==> config.mk <==
export PLATFORM = sky130hd
export DESIGN_NAME = ics_config_set
export DESIGN_NICKNAME = d
export VERILOG_FILES = /design/src/ics_pkg.sv /design/src/ics_config_set.sv
export SDC_FILE = /design/constraint.sdc
export NUM_CORES = 1
export LEC_CHECK = 0
export BUFFER_PORTS_ARGS = -buffer_cell sky130_fd_sc_hd__buf_2
export CORE_ASPECT_RATIO = 0.8
export CORE_MARGIN = 3
export CORE_UTILIZATION = 35
export DETAILED_ROUTE_END_ITERATION = 6
export PLACE_DENSITY = 0.54
export SLEW_MARGIN = 5
export SYNTH_ARGS = -nofsm -noshare
export SYNTH_HDL_FRONTEND = slang
export SYNTH_SLANG_ARGS = --single-unit
==> constraint.sdc <==
create_clock -name CLK -period 14.5 [get_ports CLK]
set_input_delay 0.725 -clock CLK [delete_from_list [all_inputs] [get_ports CLK]]
set_output_delay 0.725 -clock CLK [all_outputs]
set_load 0.03 [all_outputs]
==> src/ics_pkg.sv <==
// Constants, field layouts and carrier types of the interpolator config set
package ics_pkg;

  // Register byte offsets
  localparam logic [7:0] OFS_CFG_ONE   = 8'h00;
  localparam logic [7:0] OFS_CFG_TWO   = 8'h04;
  localparam logic [7:0] OFS_CFG_THREE = 8'h08;
  localparam logic [7:0] OFS_IFACE     = 8'h0C;
  localparam logic [7:0] OFS_RATE      = 8'h10;
  localparam logic [7:0] OFS_PRESET1   = 8'h14;
  localparam logic [7:0] OFS_PRESET2   = 8'h18;
  localparam logic [7:0] OFS_ABS_OFFS  = 8'h1C;
  localparam logic [7:0] OFS_DEV_ADDR  = 8'h20;
  localparam logic [7:0] OFS_STATUS    = 8'h24;

  // config_word_one fields
  localparam int C1_DIV = 0;   // output_rate_divider [1:0]
  localparam int C1_D2E = 2;   // channel2_divider_enable
  localparam int C1_MAP = 3;   // rate_table_source
  localparam int C1_MOD = 4;   // operating mode [7:4]
  localparam int C1_TPP = 8;   // min_edge_spacing [10:8]
  localparam int C1_GAI = 11;  // nominal_amplitude_code [12:11]
  localparam int C1_FLT = 13;  // filter_select [14:13]
  localparam int C1_HLD = 15;  // hold_on_fault
  localparam int C1_TRI = 16;  // float outputs on fault
  localparam int C1_TRG = 17;  // strobe_edge_polarity, 0 = falling
  localparam int C1_MSK = 18;  // error masks [26:18]
  // config_word_two fields
  localparam int C2_PH1 = 0;   // phase_trim_ch1 [5:0]
  localparam int C2_PH2 = 6;   // phase_trim_ch2 [11:6]
  localparam int C2_SPN = 12;  // phase_span_select
  localparam int C2_Z4  = 13;  // reference_wide_pulse
  localparam int C2_ZPO = 14;  // reference_angle [18:14]
  localparam int C2_ZMO = 19;  // reference_behaviour [20:19]
  localparam int C2_PRE = 21;  // preset_enable
  localparam int C2_ASY = 22;  // port_free_running_select
  localparam int C2_MON = 23;  // monitor_output_off
  localparam int C2_V0  = 24;  // mean_voltage_off
  // config_word_three fields
  localparam int C3_DV2 = 0;   // channel2_rate_divider [1:0]
  localparam int C3_DH  = 2;   // hysteresis_steps [4:2]
  localparam int C3_DSZ = 5;   // reference_disable per channel [6:5]
  localparam int C3_ZDL = 7;   // reference_delay [8:7]
  localparam int C3_NOS = 9;   // vernier_reference_select
  localparam int C3_CEN = 10;  // correction_enable
  localparam int C3_CRS = 11;  // correction_resolution [12:11]
  localparam int C3_ALT = 13;  // amplitude_loop_timing [14:13]
  localparam int C3_OLT = 15;  // offset_loop_timing [16:15]
  localparam int C3_LDS = 17;  // loop_disable
  localparam int C3_CH2 = 18;  // second_channel_off
  localparam int C3_LAT = 19;  // error latch enables [27:19]
  // interface_config_word fields
  localparam int IF_SHF = 0;   // short_frame_format, 20-bit
  localparam int IF_RNG = 1;   // ring mode
  localparam int IF_STB = 2;   // status_bit_append
  localparam int IF_SRC = 3;   // position_source_select [4:3]
  localparam int IF_W32 = 5;   // wide_register_access
  localparam int IF_DIR = 6;   // direct output
  localparam int IF_STO = 8;   // shift_timeout [17:8]
  localparam int IF_BTO = 18;  // bidir_timeout [27:18]
  localparam int IF_SSI = 31;  // shift-only link select

  // Link timeouts, counted at the link reference rate
  localparam int LINK_REF_KHZ   = 26000;
  localparam int SHIFT_TO_NS    = 20000;
  localparam int BIDIR_TO_NS    = 19700;
  localparam logic [9:0] SHIFT_TO_CNT =
    10'(SHIFT_TO_NS * LINK_REF_KHZ / 1000000);
  localparam logic [9:0] BIDIR_TO_CNT =
    10'(BIDIR_TO_NS * LINK_REF_KHZ / 1000000);

  // Reset values
  localparam logic [31:0] CFG_ONE_RST   = 32'h0000_8008;
  localparam logic [31:0] CFG_TWO_RST   = 32'h0000_0000;
  localparam logic [31:0] CFG_THREE_RST = 32'h0000_A004;
  localparam logic [31:0] IFACE_RST     = {4'h0, BIDIR_TO_CNT,
                                           SHIFT_TO_CNT, 8'h43};
  localparam logic [15:0] RATE_EE_RST   = 16'h1F40;  // 8000
  localparam logic [15:0] RATE_PIN      = 16'h07D0;  // 2000
  localparam logic [7:0]  PITCH_RST     = 8'h7D;     // 125
  localparam logic [31:0] RATE_RST      = {8'h00, PITCH_RST, RATE_EE_RST};

  // Store layout
  localparam logic [15:0] EE_MARKER = 16'h134A;
  localparam logic [2:0]  EE_MARK_AT = 3'h0;
  localparam logic [2:0]  EE_LAST    = 3'h5;

  // Operating modes, low three bits of the mode field
  localparam logic [2:0] MODE_VERNIER = 3'h0;
  localparam logic [2:0] MODE_TWO_CH  = 3'h1;
  localparam logic [2:0] MODE_CALIB   = 3'h5;

  localparam logic [1:0] RESP_OKAY   = 2'h0;
  localparam logic [1:0] RESP_SLVERR = 2'h2;

  typedef enum logic [1:0] {
    ICS_INIT = 2'h0,
    ICS_LOAD = 2'h1,
    ICS_RUN  = 2'h3
  } ics_state_e;

  typedef enum logic [1:0] {
    ICS_M_VERNIER = 2'h0,
    ICS_M_TWO_CH  = 2'h1,
    ICS_M_CALIB   = 2'h2,
    ICS_M_UNDEF   = 2'h3
  } ics_mode_e;

  // Interpreted view of the configuration
  typedef struct packed {
    ics_mode_e  mode;
    logic       master_port_on;
    logic [7:0] edge_spacing;
    logic       hyst_on;
    logic [9:0] amp_mv;
    logic [7:0] filter_khz;
    logic       filter_bypass;
    logic [1:0] ch1_divider;
    logic [1:0] ch2_divider;
    logic       phase_wide_span;
    logic [3:0] dev_addr;
    logic       count_dir;
    logic       pin_config;
  } ics_view_s;

endpackage

==> src/ics_config_set.sv <==
// Configuration register set with store or pin load and AXI4-Lite access
// Functional notes
// - Store load sets config, interface and rate words; bus writes set every field except count direction, and preset enable under pins; pins set only a subset
// - Store word zero must hold the marker, else pin configuration is used
// - Gain code selects 660, 250, 120 or 60 mVpp; from pins if pin load
// - Filter code selects 150, 75, 10 kHz or bypass; from pins if pin load
// - Edge spacing code picks 1 to 128 in powers of two, default 0
// - Hysteresis code 0 disables, 1 to 7 select levels, default 1
// - Two six-bit phase trims plus one span select bit
// - Reference enable, delay, width, angle and behaviour fields
// - Device address 0 to 15 from pins or the set-address command
// - Rate divider, with separate channel 2 divider when enabled
// - Four-bit mode; top bit enables master port on channel 2 pins
// - Rate 8000 from store or 2000 from pins, pitch 125, loops timing 01
// - Output defaults: edge code 0, hysteresis 1, hold, no error bits
// - Per-source mask and latch bits, plus hold or float on fault
// - Preset off, values zero, falling strobe; pins keep preset off
// - Link defaults: 20 us and 19.7 us timeouts, ring, 20-bit, direct
// - Wide register access select and free-running port select bits
// - Power-off switches for monitors, mean voltage, channel 2, refs
// - Mode field offers vernier, two-channel and calibration modes
`timescale 1ns/1ps
module ics_config_set
  import ics_pkg::*;
(
  input  wire logic        CLK,
  input  wire logic        RESET,
  input  wire logic        CE,
  input  wire logic [1:0]  GAIN_SELECT_PINS,
  input  wire logic [1:0]  FILTER_SELECT_PINS,
  input  wire logic [3:0]  DEVICE_ADDRESS_PINS,
  input  wire logic        COUNT_DIRECTION_PIN,
  output logic      [2:0]  EE_ADDR,
  input  wire logic [31:0] EE_RDATA,
  input  wire logic [7:0]  S_AXI_AWADDR,
  input  wire logic        S_AXI_AWVALID,
  output logic             S_AXI_AWREADY,
  input  wire logic [31:0] S_AXI_WDATA,
  input  wire logic [3:0]  S_AXI_WSTRB,
  input  wire logic        S_AXI_WVALID,
  output logic             S_AXI_WREADY,
  output logic [1:0]       S_AXI_BRESP,
  output logic             S_AXI_BVALID,
  input  wire logic        S_AXI_BREADY,
  input  wire logic [7:0]  S_AXI_ARADDR,
  input  wire logic        S_AXI_ARVALID,
  output logic             S_AXI_ARREADY,
  output logic [31:0]      S_AXI_RDATA,
  output logic [1:0]       S_AXI_RRESP,
  output logic             S_AXI_RVALID,
  input  wire logic        S_AXI_RREADY,
  output logic [31:0]      CFG_ONE,
  output logic [31:0]      CFG_TWO,
  output logic [31:0]      CFG_THREE,
  output logic [31:0]      IFACE_CFG,
  output logic [31:0]      RATE_CFG,
  output logic [31:0]      PRESET_ONE,
  output logic [31:0]      PRESET_TWO,
  output logic [31:0]      ABS_OFFSET,
  output ics_view_s        VIEW
);

  typedef struct packed {
    ics_state_e  st;
    logic [2:0]  ee_idx;
    logic        pin_cfg;
    logic [31:0] config_word_one;
    logic [31:0] config_word_two;
    logic [31:0] config_word_three;
    logic [31:0] iface;
    logic [31:0] rate;
    logic [31:0] pre1;
    logic [31:0] pre2;
    logic [31:0] offs;
    logic [3:0]  hw_addr;
    logic        count_dir;
    logic        aw_ok;
    logic [7:0]  aw_addr;
    logic        w_ok;
    logic [31:0] w_data;
    logic [3:0]  w_strb;
    logic        bvalid;
    logic [1:0]  bresp;
    logic        rvalid;
    logic [1:0]  rresp;
    logic [31:0] rdata;
  } ics_regs_s;

  localparam ics_regs_s REGS_RST = '{
    st: ICS_INIT, ee_idx: EE_MARK_AT, pin_cfg: 1'b0,
    config_word_one: CFG_ONE_RST, config_word_two: CFG_TWO_RST, config_word_three: CFG_THREE_RST,
    iface: IFACE_RST, rate: RATE_RST, pre1: 32'h0000_0000,
    pre2: 32'h0000_0000, offs: 32'h0000_0000, hw_addr: 4'h0,
    count_dir: 1'b0, aw_ok: 1'b0, aw_addr: 8'h00, w_ok: 1'b0,
    w_data: 32'h0000_0000, w_strb: 4'h0, bvalid: 1'b0,
    bresp: RESP_OKAY, rvalid: 1'b0, rresp: RESP_OKAY,
    rdata: 32'h0000_0000};

  ics_regs_s r_reg;
  ics_regs_s r_next;
  logic [31:0] wmask;
  logic        run;
  logic        wr_fire;
  logic        marker_ok;

  ////////////////////////////////////////////////////////////////////////
  // Bus handshakes; nothing is taken until configuration load is over

  assign run           = (r_reg.st == ICS_RUN) && CE;
  assign S_AXI_AWREADY = run && !r_reg.aw_ok;
  assign S_AXI_WREADY  = run && !r_reg.w_ok;
  assign S_AXI_ARREADY = run && !r_reg.rvalid;
  assign wr_fire       = run && r_reg.aw_ok && r_reg.w_ok && !r_reg.bvalid;
  assign marker_ok     = (EE_RDATA[15:0] == EE_MARKER);

  genvar gi;
  generate
    for (gi = 0; gi < 4; gi++)
    begin : g_lane
      assign wmask[gi*8 +: 8] = {8{r_reg.w_strb[gi]}};
    end
  endgenerate

  function automatic logic [31:0] merge(input logic [31:0] old);
    merge = (old & ~wmask) | (r_reg.w_data & wmask);
  endfunction

  function automatic logic [31:0] status_word(input ics_regs_s s);
    status_word = {24'h00_0000, s.count_dir, s.pin_cfg, s.st, s.hw_addr};
  endfunction

  ////////////////////////////////////////////////////////////////////////
  // Next state

  always_comb
  begin
    r_next = r_reg;
    if (CE)
    begin
      case (r_reg.st)
        ICS_INIT:
        begin
          // Pins caught on the first edge after release
          r_next.count_dir = COUNT_DIRECTION_PIN;
          r_next.hw_addr   = DEVICE_ADDRESS_PINS;
          if (marker_ok)
          begin
            r_next.st      = ICS_LOAD;
            r_next.ee_idx  = 3'h1;
            r_next.pin_cfg = 1'b0;
          end
          else
          begin
            r_next.st      = ICS_RUN;
            r_next.pin_cfg = 1'b1;
            r_next.config_word_one[C1_GAI +: 2] = GAIN_SELECT_PINS;
            r_next.config_word_one[C1_FLT +: 2] = FILTER_SELECT_PINS;
            r_next.rate[15:0] = RATE_PIN;
          end
        end
        ICS_LOAD:
        begin
          case (r_reg.ee_idx)
            3'h1:    r_next.config_word_one  = EE_RDATA;
            3'h2:    r_next.config_word_two  = EE_RDATA;
            3'h3:    r_next.config_word_three  = EE_RDATA;
            3'h4:    r_next.iface = EE_RDATA;
            3'h5:    r_next.rate  = EE_RDATA;
            default: r_next.rate  = r_reg.rate;
          endcase
          if (r_reg.ee_idx == EE_LAST)
          begin
            r_next.st     = ICS_RUN;
            r_next.ee_idx = EE_MARK_AT;
          end
          else
          begin
            r_next.ee_idx = r_reg.ee_idx + 3'h1;
          end
        end
        ICS_RUN:
        begin
          if (S_AXI_AWVALID && S_AXI_AWREADY)
          begin
            r_next.aw_ok   = 1'b1;
            r_next.aw_addr = S_AXI_AWADDR;
          end
          if (S_AXI_WVALID && S_AXI_WREADY)
          begin
            r_next.w_ok   = 1'b1;
            r_next.w_data = S_AXI_WDATA;
            r_next.w_strb = S_AXI_WSTRB;
          end
          if (wr_fire)
          begin
            r_next.aw_ok  = 1'b0;
            r_next.w_ok   = 1'b0;
            r_next.bvalid = 1'b1;
            r_next.bresp  = RESP_OKAY;
            case (r_reg.aw_addr)
              OFS_CFG_ONE:   r_next.config_word_one  = merge(r_reg.config_word_one);
              OFS_CFG_TWO:   r_next.config_word_two  = merge(r_reg.config_word_two);
              OFS_CFG_THREE: r_next.config_word_three  = merge(r_reg.config_word_three);
              OFS_IFACE:     r_next.iface = merge(r_reg.iface);
              OFS_RATE:      r_next.rate  = merge(r_reg.rate);
              OFS_PRESET1:   r_next.pre1  = merge(r_reg.pre1);
              OFS_PRESET2:   r_next.pre2  = merge(r_reg.pre2);
              OFS_ABS_OFFS:  r_next.offs  = merge(r_reg.offs);
              OFS_DEV_ADDR:
              begin
                if (r_reg.w_strb[0])
                begin
                  r_next.hw_addr = r_reg.w_data[3:0];
                end
              end
              OFS_STATUS:    r_next.bresp = RESP_OKAY;
              default:       r_next.bresp = RESP_SLVERR;
            endcase
          end
          else if (r_reg.bvalid && S_AXI_BREADY)
          begin
            r_next.bvalid = 1'b0;
          end
          // Preset cannot be switched on under pin configuration
          if (r_reg.pin_cfg)
          begin
            r_next.config_word_two[C2_PRE] = 1'b0;
          end
          if (S_AXI_ARVALID && S_AXI_ARREADY)
          begin
            r_next.rvalid = 1'b1;
            r_next.rresp  = RESP_OKAY;
            case (S_AXI_ARADDR)
              OFS_CFG_ONE:   r_next.rdata = r_reg.config_word_one;
              OFS_CFG_TWO:   r_next.rdata = r_reg.config_word_two;
              OFS_CFG_THREE: r_next.rdata = r_reg.config_word_three;
              OFS_IFACE:     r_next.rdata = r_reg.iface;
              OFS_RATE:      r_next.rdata = r_reg.rate;
              OFS_PRESET1:   r_next.rdata = r_reg.pre1;
              OFS_PRESET2:   r_next.rdata = r_reg.pre2;
              OFS_ABS_OFFS:  r_next.rdata = r_reg.offs;
              OFS_DEV_ADDR:  r_next.rdata = {28'h000_0000, r_reg.hw_addr};
              OFS_STATUS:    r_next.rdata = status_word(r_reg);
              default:
              begin
                r_next.rdata = 32'h0000_0000;
                r_next.rresp = RESP_SLVERR;
              end
            endcase
          end
          else if (r_reg.rvalid && S_AXI_RREADY)
          begin
            r_next.rvalid = 1'b0;
          end
        end
        default:
        begin
          r_next.st = ICS_INIT;
        end
      endcase
    end
  end

  always_ff @(posedge CLK or posedge RESET)
  begin
    if (RESET)
      r_reg <= REGS_RST;
    else
      r_reg <= r_next;
  end

  ////////////////////////////////////////////////////////////////////////
  // Outputs

  assign EE_ADDR      = r_reg.ee_idx;
  assign S_AXI_BVALID = r_reg.bvalid;
  assign S_AXI_BRESP  = r_reg.bresp;
  assign S_AXI_RVALID = r_reg.rvalid;
  assign S_AXI_RRESP  = r_reg.rresp;
  assign S_AXI_RDATA  = r_reg.rdata;
  // Raw words carry trims, reference, mask, latch and power-off fields
  assign CFG_ONE      = r_reg.config_word_one;
  assign CFG_TWO      = r_reg.config_word_two;
  assign CFG_THREE    = r_reg.config_word_three;
  assign IFACE_CFG    = r_reg.iface;
  assign RATE_CFG     = r_reg.rate;
  assign PRESET_ONE   = r_reg.pre1;
  assign PRESET_TWO   = r_reg.pre2;
  assign ABS_OFFSET   = r_reg.offs;

  // Pure decode of flip-flops, no added state
  always_comb
  begin
    VIEW = '0;
    case (r_reg.config_word_one[C1_MOD +: 3])
      MODE_VERNIER: VIEW.mode = ICS_M_VERNIER;
      MODE_TWO_CH:  VIEW.mode = ICS_M_TWO_CH;
      MODE_CALIB:   VIEW.mode = ICS_M_CALIB;
      default:      VIEW.mode = ICS_M_UNDEF;
    endcase
    VIEW.master_port_on = r_reg.config_word_one[C1_MOD + 3];
    VIEW.edge_spacing = 8'h01 << r_reg.config_word_one[C1_TPP +: 3];
    VIEW.hyst_on = (r_reg.config_word_three[C3_DH +: 3] != 3'h0);
    case (r_reg.config_word_one[C1_GAI +: 2])
      2'h0:    VIEW.amp_mv = 10'h294;
      2'h1:    VIEW.amp_mv = 10'h0FA;
      2'h2:    VIEW.amp_mv = 10'h078;
      default: VIEW.amp_mv = 10'h03C;
    endcase
    case (r_reg.config_word_one[C1_FLT +: 2])
      2'h0:    VIEW.filter_khz = 8'h96;
      2'h1:    VIEW.filter_khz = 8'h4B;
      2'h2:    VIEW.filter_khz = 8'h0A;
      default: VIEW.filter_khz = 8'h00;
    endcase
    VIEW.filter_bypass = (r_reg.config_word_one[C1_FLT +: 2] == 2'h3);
    VIEW.ch1_divider = r_reg.config_word_one[C1_DIV +: 2];
    VIEW.ch2_divider = r_reg.config_word_one[C1_D2E] ? r_reg.config_word_three[C3_DV2 +: 2]
                                          : r_reg.config_word_one[C1_DIV +: 2];
    VIEW.phase_wide_span = r_reg.config_word_two[C2_SPN];
    VIEW.dev_addr   = r_reg.hw_addr;
    VIEW.count_dir  = r_reg.count_dir;
    VIEW.pin_config = r_reg.pin_cfg;
  end
endmodule

Yosys cells after proc, flatten, opt, wreduce, memory -nomap -nowiden
Index checks and enable logic that the tools add are counted.
Word-level totals
  input port bits: 101
  word-level logic and storage cells: 199
  register bits after elaboration: 351
Operators by class
  equal/unequal tests: 50
  muxes and demuxes: 46
  add/subtract/negate cells: 1
  shift operators: 1
  reductions and logical operators: 56
  bitwise gates (word level): 19
Operators by type and width (number)
  2-to-1 mux 32 bit: 13
  case mux 32 bit (10 select lines): 1
  AND 32 bit: 9
  2-to-1 mux 260 bit: 1
  OR 32 bit: 8
  case mux 123 bit (2 select lines): 1
  == test 8 x 5 -> 1 bit (second input constant): 8
  case mux 16 bit (3 select lines): 1
  2-to-1 mux 37 bit: 1
  AND reduction 5 bit: 7
  case mux 17 bit (2 select lines): 1
  == test 8 x 4 -> 1 bit (second input constant): 4
  == test 8 x 6 -> 1 bit (second input constant): 4
  NOT 32 bit: 1
  case mux 10 bit (3 select lines): 1
  AND reduction 3 bit: 10
  case mux 8 bit (3 select lines): 1
  inequality test 2 x 1 -> 1 bit (second input constant): 10
  OR reduction 10 bit: 2
  == test 16 x 13 -> 1 bit (second input constant): 1
  == test 8 x 3 -> 1 bit (second input constant): 2
  zero test 8 bit: 2
  2-to-1 mux 16 bit: 1
  nonzero test 2 bit: 7
  28 further kinds: 76

Depth between registers and ports, before layout
Gate-level depths: netlist of run 1.
  word-level depth: 8
  gate-level depth with buffers: 8

Least setup slack after synthesis of run 1
OpenSTA, ideal clock, no wires.
  kind: input-to-reg
  start: in CE
  end: reg r_reg[38] (netlist bit)
  library setup time: 0.125 ns
  stages: 6
  buffers on the path: 2
  path slack: 12.125 ns
  arrival time: 2.250 ns
  cells stage by stage: clkbuf_1 > nand2_1 > nor2_1 > nand2_2 > buf_2 > mux2_2
On the way
  word-level cells in the longest chain between the ends: 4
Ends and longest elaborated chain
  from (decl): RTL line ics_config_set.sv:28  | input wire logic CE,
  logical AND 1 bit: RTL line ics_config_set.sv:109  | assign run = (r_reg.st == ICS_RUN) && CE;
  logical AND 1 bit: RTL line ics_config_set.sv:111  | assign S_AXI_WREADY = run && !r_reg.w_ok;
  named net S_AXI_WREADY: RTL line ics_config_set.sv:41  | output logic S_AXI_WREADY,
  logical AND 1 bit: RTL line ics_config_set.sv:188  | if (S_AXI_WVALID && S_AXI_WREADY)
  AND reduction 3 bit (no source line)
  to (signal assigned): RTL line ics_config_set.sv:269  | r_reg <= r_next;
  to (decl): RTL line ics_config_set.sv:99  | ics_regs_s r_reg;
The timed path passes the listed nets, and every way through them passes these cells.
A chain may end at the register's enable or synchronous reset.

==> flow_metrics.py, run 1 <==
metrics = {
    "synth": {
        "ys_types": 73,
        "postSynthCellCount": 1651,
        "ys_seq_elements": 349,
        "syn_area_sq_um": 18700,
        "ys_seq_area_share_pct": 46.8,
        "synth_edf_count": 0,
        "yosysWarnings": 0,
        "async_flop_share_pct": 100,
        "avgSynthCellArea_sq_um": 11.3,
        "ys.flop_type": "dfrtp_1",
    },
    "floorplanning": {
        "placementRows": 75,
        "start_util_pct": 35.6,
        "coreArea_sq_um": 52600,
        "die_area_sq_um": 56300,
        "die_y_um": 213,
        "io_pins": 443,
        "die_w_um": 265,
    },
    "cts": {
        "holdBufCountCts": 0,
        "clock_sinks": 349,
        "clkTransAtPathRegs_ns": 0.06,
        "clock_latency_ns": 0.55,
        "cts_buffer_depth": 3,
        "cts_setup_buffers": 0,
        "cts_buffers": 39,
        "cts-root-buf": "clkbuf_16",
        "cts_resized": 0,
        "tritoncts": "done",
        "h-tree-depth": 2,
    },
    "drt": {
        "routedWlPerCell_um": 29.6,
        "drc": 0,
        "vias": 14100,
        "antenna_left": 0,
        "drt-initial-drc-count": 1225,
        "drt_first_pass_iters": 7,
        "viasPerCell": 5.66,
        "wl_mm": 73.6,
    },
    "pwr": {
        "vdd_ir_drop_max_v": 0.0000848,
        "power_density_nw_per_um2": 139,
        "leakage_nw": 10.0,
    },
    "timing": {
        "tns_ns": 0,
        "setup_viol": 0,
        "timing.final.crit_period_ns": 3.56,
        "max_freq_ghz": 0.281,
        "worstMarginPinSlew_ns": 1.23,
        "hold_violations": 0,
        "period_share_pct": 24.5,
        "finalClockSkew_ns": 0.0230,
        "hold_slack_ns": 0.325,
        "rsz0062_at_grt": "no",
        "relSlewSlack_pct": 18.1,
        "maxSlewViolCount": 0,
    },
    "finish": {
        "multi_input_comb_area_sq_um": 7210,
        "final_util_pct": 39.2,
        "nets": 1874,
        "fill_cells": 5226,
        "areaGrowthSynthToFinish_pct": 10.1,
        "drive_above_1_share_pct": 43.0,
        "ff_latch_area_sq_um": 8760,
    },
    "flow_run": {
        "drv_cap": 0,
    },
    "run_status": {
        "outcome": "completed",
    },
    "global_route": {
        "grt_pass1_vias": 14100,
        "grt_pass1_wl_mm": 105,
        "grt_usage_pct": 25.6,
        "grt_max_degree": 128,
        "grt.overflow.total": 0,
        "antenna_found_initial": 8,
    },
    "placed_design": {
        "gp_congestion": 0.893,
        "dp_hpwl_mm": 53.9,
        "portBuffers": 436,
    },
    "critical_path": {
        "reg2reg_from": "r_reg[350]",
        "crit_start": "r_reg[350]",
        "critPathLaunchType": "flip-flop",
        "cp_data_required_time_ns": 14.94,
        "end_kind": "flip-flop",
        "crit_arrival_ns": 4.00,
        "cp_max_fo": 26,
        "crit_type": "flip-flop to flip-flop",
    },
    "hold_path": {
        "hp-class": "input pin to async pin",
    },
}
==> layout make-up <==
| cell class | count | area share [%] |
|---|---|---|
| clock inverter | 10 | 0.522 |
| multi-input combinational | 892 | 35.0 |
| antenna | 3 | 0.0364 |
| inverter | 22 | 0.437 |
| clock buffer | 60 | 5.85 |
| timing repair buffer | 461 | 11.5 |
| tap | 693 | 4.20 |
| sequential | 349 | 42.5 |
==> Yosys cell counts (all sizes together) (20+ instances only) <==
cell type | count | area, sq um
buf | 359 | 2580
dfrtp | 326 | 8160
mux2 | 168 | 1890
o2bb2ai | 122 | 1070
nand2 | 108 | 440
o21ai | 80 | 404
a22oi | 66 | 495
nor2 | 36 | 135
clkbuf | 33 | 124
mux2i | 30 | 300
a21oi | 28 | 140
dfstp | 23 | 604
mux4 | 23 | 518
inv | 21 | 78.8
a22o | 20 | 175
nor3 | 20 | 105
==> cells by family after synthesis <==
family / Yosys count / synth area share, %
xor gates and xnor gates: 1 / 0.0468
and+or+nand+nor: 249 / 7.00
muxes: 221 / 14.5
DFF: 349 / 46.8
buffers and inverters: 414 / 14.9
AOI/OAI and AO/OA: 407 / 16.2
adders and majority gates: 8 / 0.535
other: 2 / 0.0401
==> through the flow <==
stage               power (mW)  area, sq um  std cells  setup WS [ns]
CTS                       2.88        20600       2487          10.89
detailed placement        1.85        19300       2417          10.81
global placement          1.84        19300       2417          10.95
floorplan                 1.66        18700       1655           4.13
finish                    2.86        20600       2490          10.94
global route              2.97        20600       2487          10.68
==> placed cells by master (no fill, tap or decap), types with 10 or more instances in the layout <==
| cell | n |
|---|---|
| inv_1 | 20 |
| buf_4 | 26 |
| nand2_1 | 93 |
| o22ai_1 | 11 |
| o2bb2ai_1 | 122 |
| mux2i_1 | 30 |
| nand3_1 | 15 |
| a221oi_1 | 11 |
| buf_2 | 435 |
| o21ai_0 | 74 |
| a22oi_1 | 66 |
| a21oi_1 | 28 |
| and3_1 | 10 |
| a22o_1 | 20 |
| clkbuf_16 | 41 |
| nor2_1 | 35 |
| nor3_1 | 18 |
| mux2_2 | 166 |
| nand2_2 | 15 |
| o211ai_1 | 11 |
| dfrtp_1 | 326 |
| dfstp_2 | 23 |
| mux4_2 | 23 |
| clkbuf_8 | 11 |
==> worst paths after layout <==
kind	to	slack, ns	depth (start not counted)
min in group CLK	r_reg[73]	0.39	2
setup / recovery	flip-flop	10.94	5
setup reg to reg	flip-flop	10.94	5
hold reg to reg	S_AXI_RDATA[13]	0.49	2
hold / removal	S_AXI_RDATA[22]	0.33	2
max in group asynchronous	CFG_ONE[6]	11.65	4
==> layer usage <==
layer / share of wire, % / up-vias / wire length (um) / global-route usage [%]
met2: 44 / 634 / 32500 / 38.4
met1: 45 / 7338 / 32800 / 36.1
met5: 0.090 / - / 66 / 0
met4: 2.0 / 10 / 1490 / 6.19
met3: 9.2 / 101 / 6750 / 8.05
li1: - / 6005 / - / -
==> critical path: stages, from the launching register on <==
cell and delay, ns:
dfrtp_1 0.90, and2_1 0.70, nand4_1 0.29, nor2_1 0.82, nand2_2 0.37, mux2_2 0.36
==> report_power, final <==
group	switching [mW]	internal, mW	total [mW]
combinational	0.346	0.197	0.543
clock	0.414	0.610	1.02
sequential	0.206	1.09	1.29
Note: power is estimated with default switching activity, not from simulation.
==> inputs of run 2 (changes only) <==
ABC_AREA = 1   (was unset)
PLACE_DENSITY = 0.53   (was 0.54)
clock period = 3.6 ns   (was 14.5 ns; I/O delays follow)
==> flow_metrics.py, run 2 <==
metrics = {
    "cts": {
        "cts_setup_buffers": 0,
        "cts-root-buf": "clkbuf_16",
        "clock_sinks": 349,
        "cts_buffers": 41,
        "h-tree-depth": 2,
        "cts_buffer_depth": 3,
        "clkTransAtPathRegs_ns": 0.06,
        "clock_latency_ns": 0.56,
        "tritoncts": "done",
    },
    "placed_design": {
        "postPlaceCellArea_sq_um": 21800,
        "gp_congestion": 0.871,
        "dpl.cell_count": 3669,
        "dp_hpwl_mm": 55.6,
        "preCtsSetupSlack_ns": 0.808,
        "portBuffers": 436,
    },
    "critical_path": {
        "reg2reg_depth": 7,
        "worstReg2RegEnd": "CFG_TWO[1]",
        "critPathLaunchType": "flip-flop",
        "crit_arrival_ns": 3.22,
        "end_kind": "flip-flop",
        "reg2reg_from": "r_reg[349]",
        "rrSetupSlack_ns": 0.79,
        "cp_data_required_time_ns": 4.01,
        "crit_type": "flip-flop to flip-flop",
        "cp_max_fo": 62,
    },
    "pwr": {
        "leakage_nw": 12.7,
        "p_total_mw": 19.8,
        "vdd_ir_drop_max_v": 0.000379,
        "power_density_nw_per_um2": 834,
    },
    "synth": {
        "yosysWarnings": 0,
        "postSynthCellCount": 2876,
        "yosys.area.top_type": "dfrtp_1",
        "syn_area_sq_um": 21300,
        "ys_seq_elements": 349,
        "yosys.area_share.simple_pct": 23.7,
        "yosys-top-cells-count": "794 x nand2_1, 326 x dfrtp_1, 316 x buf_4",
        "async_flop_share_pct": 100,
        "ys_seq_area_share_pct": 41.1,
        "yosysMostFrequentCell": "nand2_1",
        "synth_fa_ha_area_share_pct": 0.470,
        "netlist_top_cells_area": "dfrtp_1 38%, nand2_1 14%, buf_4 11%, nand3_1 5.4%, o21ai_0 5.3%",
        "synth_xor_area_share_pct": 0,
        "ys.flop_type": "dfrtp_1",
        "ys_types": 43,
        "avgSynthCellArea_sq_um": 7.41,
        "synth_compound_area_share_pct": 15.7,
        "synth_top_area_share_pct": 38.3,
        "synth_top_family_by_area": "simple AND/OR/NAND/NOR gates",
        "muxShareOfSynthArea_pct": 0.370,
        "synth_edf_count": 0,
    },
    "timing": {
        "setup_viol": 0,
        "finalClockSkew_ns": 0.0124,
        "worstMarginPinSlew_ns": 1.03,
        "maxSlewViolCount": 0,
        "timing.final.crit_period_ns": 2.81,
        "hold_violations": 0,
        "worst_slack_ns": 0.793,
        "tns_ns": 0,
        "hold_slack_ns": 0.0333,
        "rsz0062_at_grt": "no",
        "period_share_pct": 78.0,
        "relSlewSlack_pct": 30.9,
        "max_freq_ghz": 0.356,
    },
    "floorplanning": {
        "die_w_um": 282,
        "start_util_pct": 35.5,
        "placementRows": 80,
        "die_area_sq_um": 63900,
        "coreArea_sq_um": 60000,
        "io_pins": 443,
        "die_y_um": 227,
    },
    "drt": {
        "drc": 0,
        "wl_mm": 79.3,
        "viasPerCell": 5.10,
        "drt_first_pass_iters": 5,
        "vias": 19400,
        "routedWlPerCell_um": 20.9,
        "drt-initial-drc-count": 1709,
        "antenna_left": 0,
    },
    "flow_run": {
        "drv_cap": 0,
    },
    "finish": {
        "mostFrequentLayoutCells": "792 x nand2_1, 436 x buf_2, 325 x dfrtp_1, 229 x nand3_1, 226 x o21ai_0",
        "final_common_cell": "nand2_1",
        "stdcell_count": 3801,
        "drive_above_1_share_pct": 22.5,
        "areaGrowthSynthToFinish_pct": 11.5,
        "nets": 3098,
        "final_area_sq_um": 23800,
        "final_util_pct": 39.6,
    },
    "global_route": {
        "grt.overflow.total": 0,
        "grt_pass1_vias": 18300,
        "grt_max_degree": 159,
        "grt_pass1_wl_mm": 117,
        "grt_usage_pct": 24.2,
        "antenna_found_initial": 10,
    },
    "hold_path": {
        "hp-class": "input pin to flip-flop",
        "hold_path.startpoint": "DEVICE_ADDRESS_PINS[1]",
        "hold_path_end": "VIEW[3]",
        "worstHoldPathCells": 5,
    },
    "run_status": {
        "outcome": "completed",
    },
}
## run 2: cell types whose count changed after synthesis, moves of 152 or more
cell / change
a21oi_1: +173
o21ai_0: +152
mux2_2: -159
inv_1: +200
nand2_1: +700
nand3_1: +214
## run 2: cell families (layout without fill, tap and decap cells)
kind of cell	Yosys count	after routing
and+or+nand+nor	1216	1216
other	2	10
muxes	7	7
buffers and inverters	692	830
DFF	349	349
AOI/OAI and AO/OA	602	602
adders and majority gates	8	8
## run 2: worst max-delay path: stages (launching register included)
cell	delay, ns
dfrtp_2	0.40
inv_2	0.16
nor2_4	0.51
inv_4	0.15
a21oi_4	0.29
nand3_4	0.62
nor2_1	0.36
a21oi_2	0.04
## run 2: power by group
part	internal [mW]	switching, mW	leakage (nW)
clock	2.62	1.75	0.682
sequential	5.15	1.50	4.48
combinational	2.38	6.40	7.53
## run 2: final cells by class
cell class | count | area [sq um]
Sequential cell | 349 | 8760
Inverter | 231 | 875
Clock inverter | 10 | 150
Tap cell | 779 | 975
Clock buffer | 62 | 1220
Timing Repair Buffer | 527 | 3110
Multi-Input combinational cell | 1839 | 8650
Antenna cell | 4 | 10.0
Fill cell | 6207 | 36200
## run 2: worst max path at each step
stage	start	endpoint	cells after the start
after global placement	r_reg[350]	RATE_CFG[9]	7
after global routing	r_reg[349]	CFG_TWO[30]	7
after detailed placement	r_reg[350]	RATE_CFG[8]	7
after floorplan	RESET	CFG_ONE[0]	1
final	r_reg[349]	CFG_TWO[1]	7
after CTS	r_reg[350]	RATE_CFG[8]	7
## run 2: per-layer routing
layer / vias to the layer above / global-route usage, % / wire length (um)
met5: - / 0 / 62
li1: 9139 / - / -
met2: 781 / 38.4 / 36300
met4: 10 / 6.90 / 1950
met1: 9336 / 33.6 / 35000
met3: 127 / 4.96 / 6080
## run 2: what timing repair did
item,CTS,global route
gates resized for setup,0,0
endpoints found under the hold margin,381,0
hold buffers,56,0
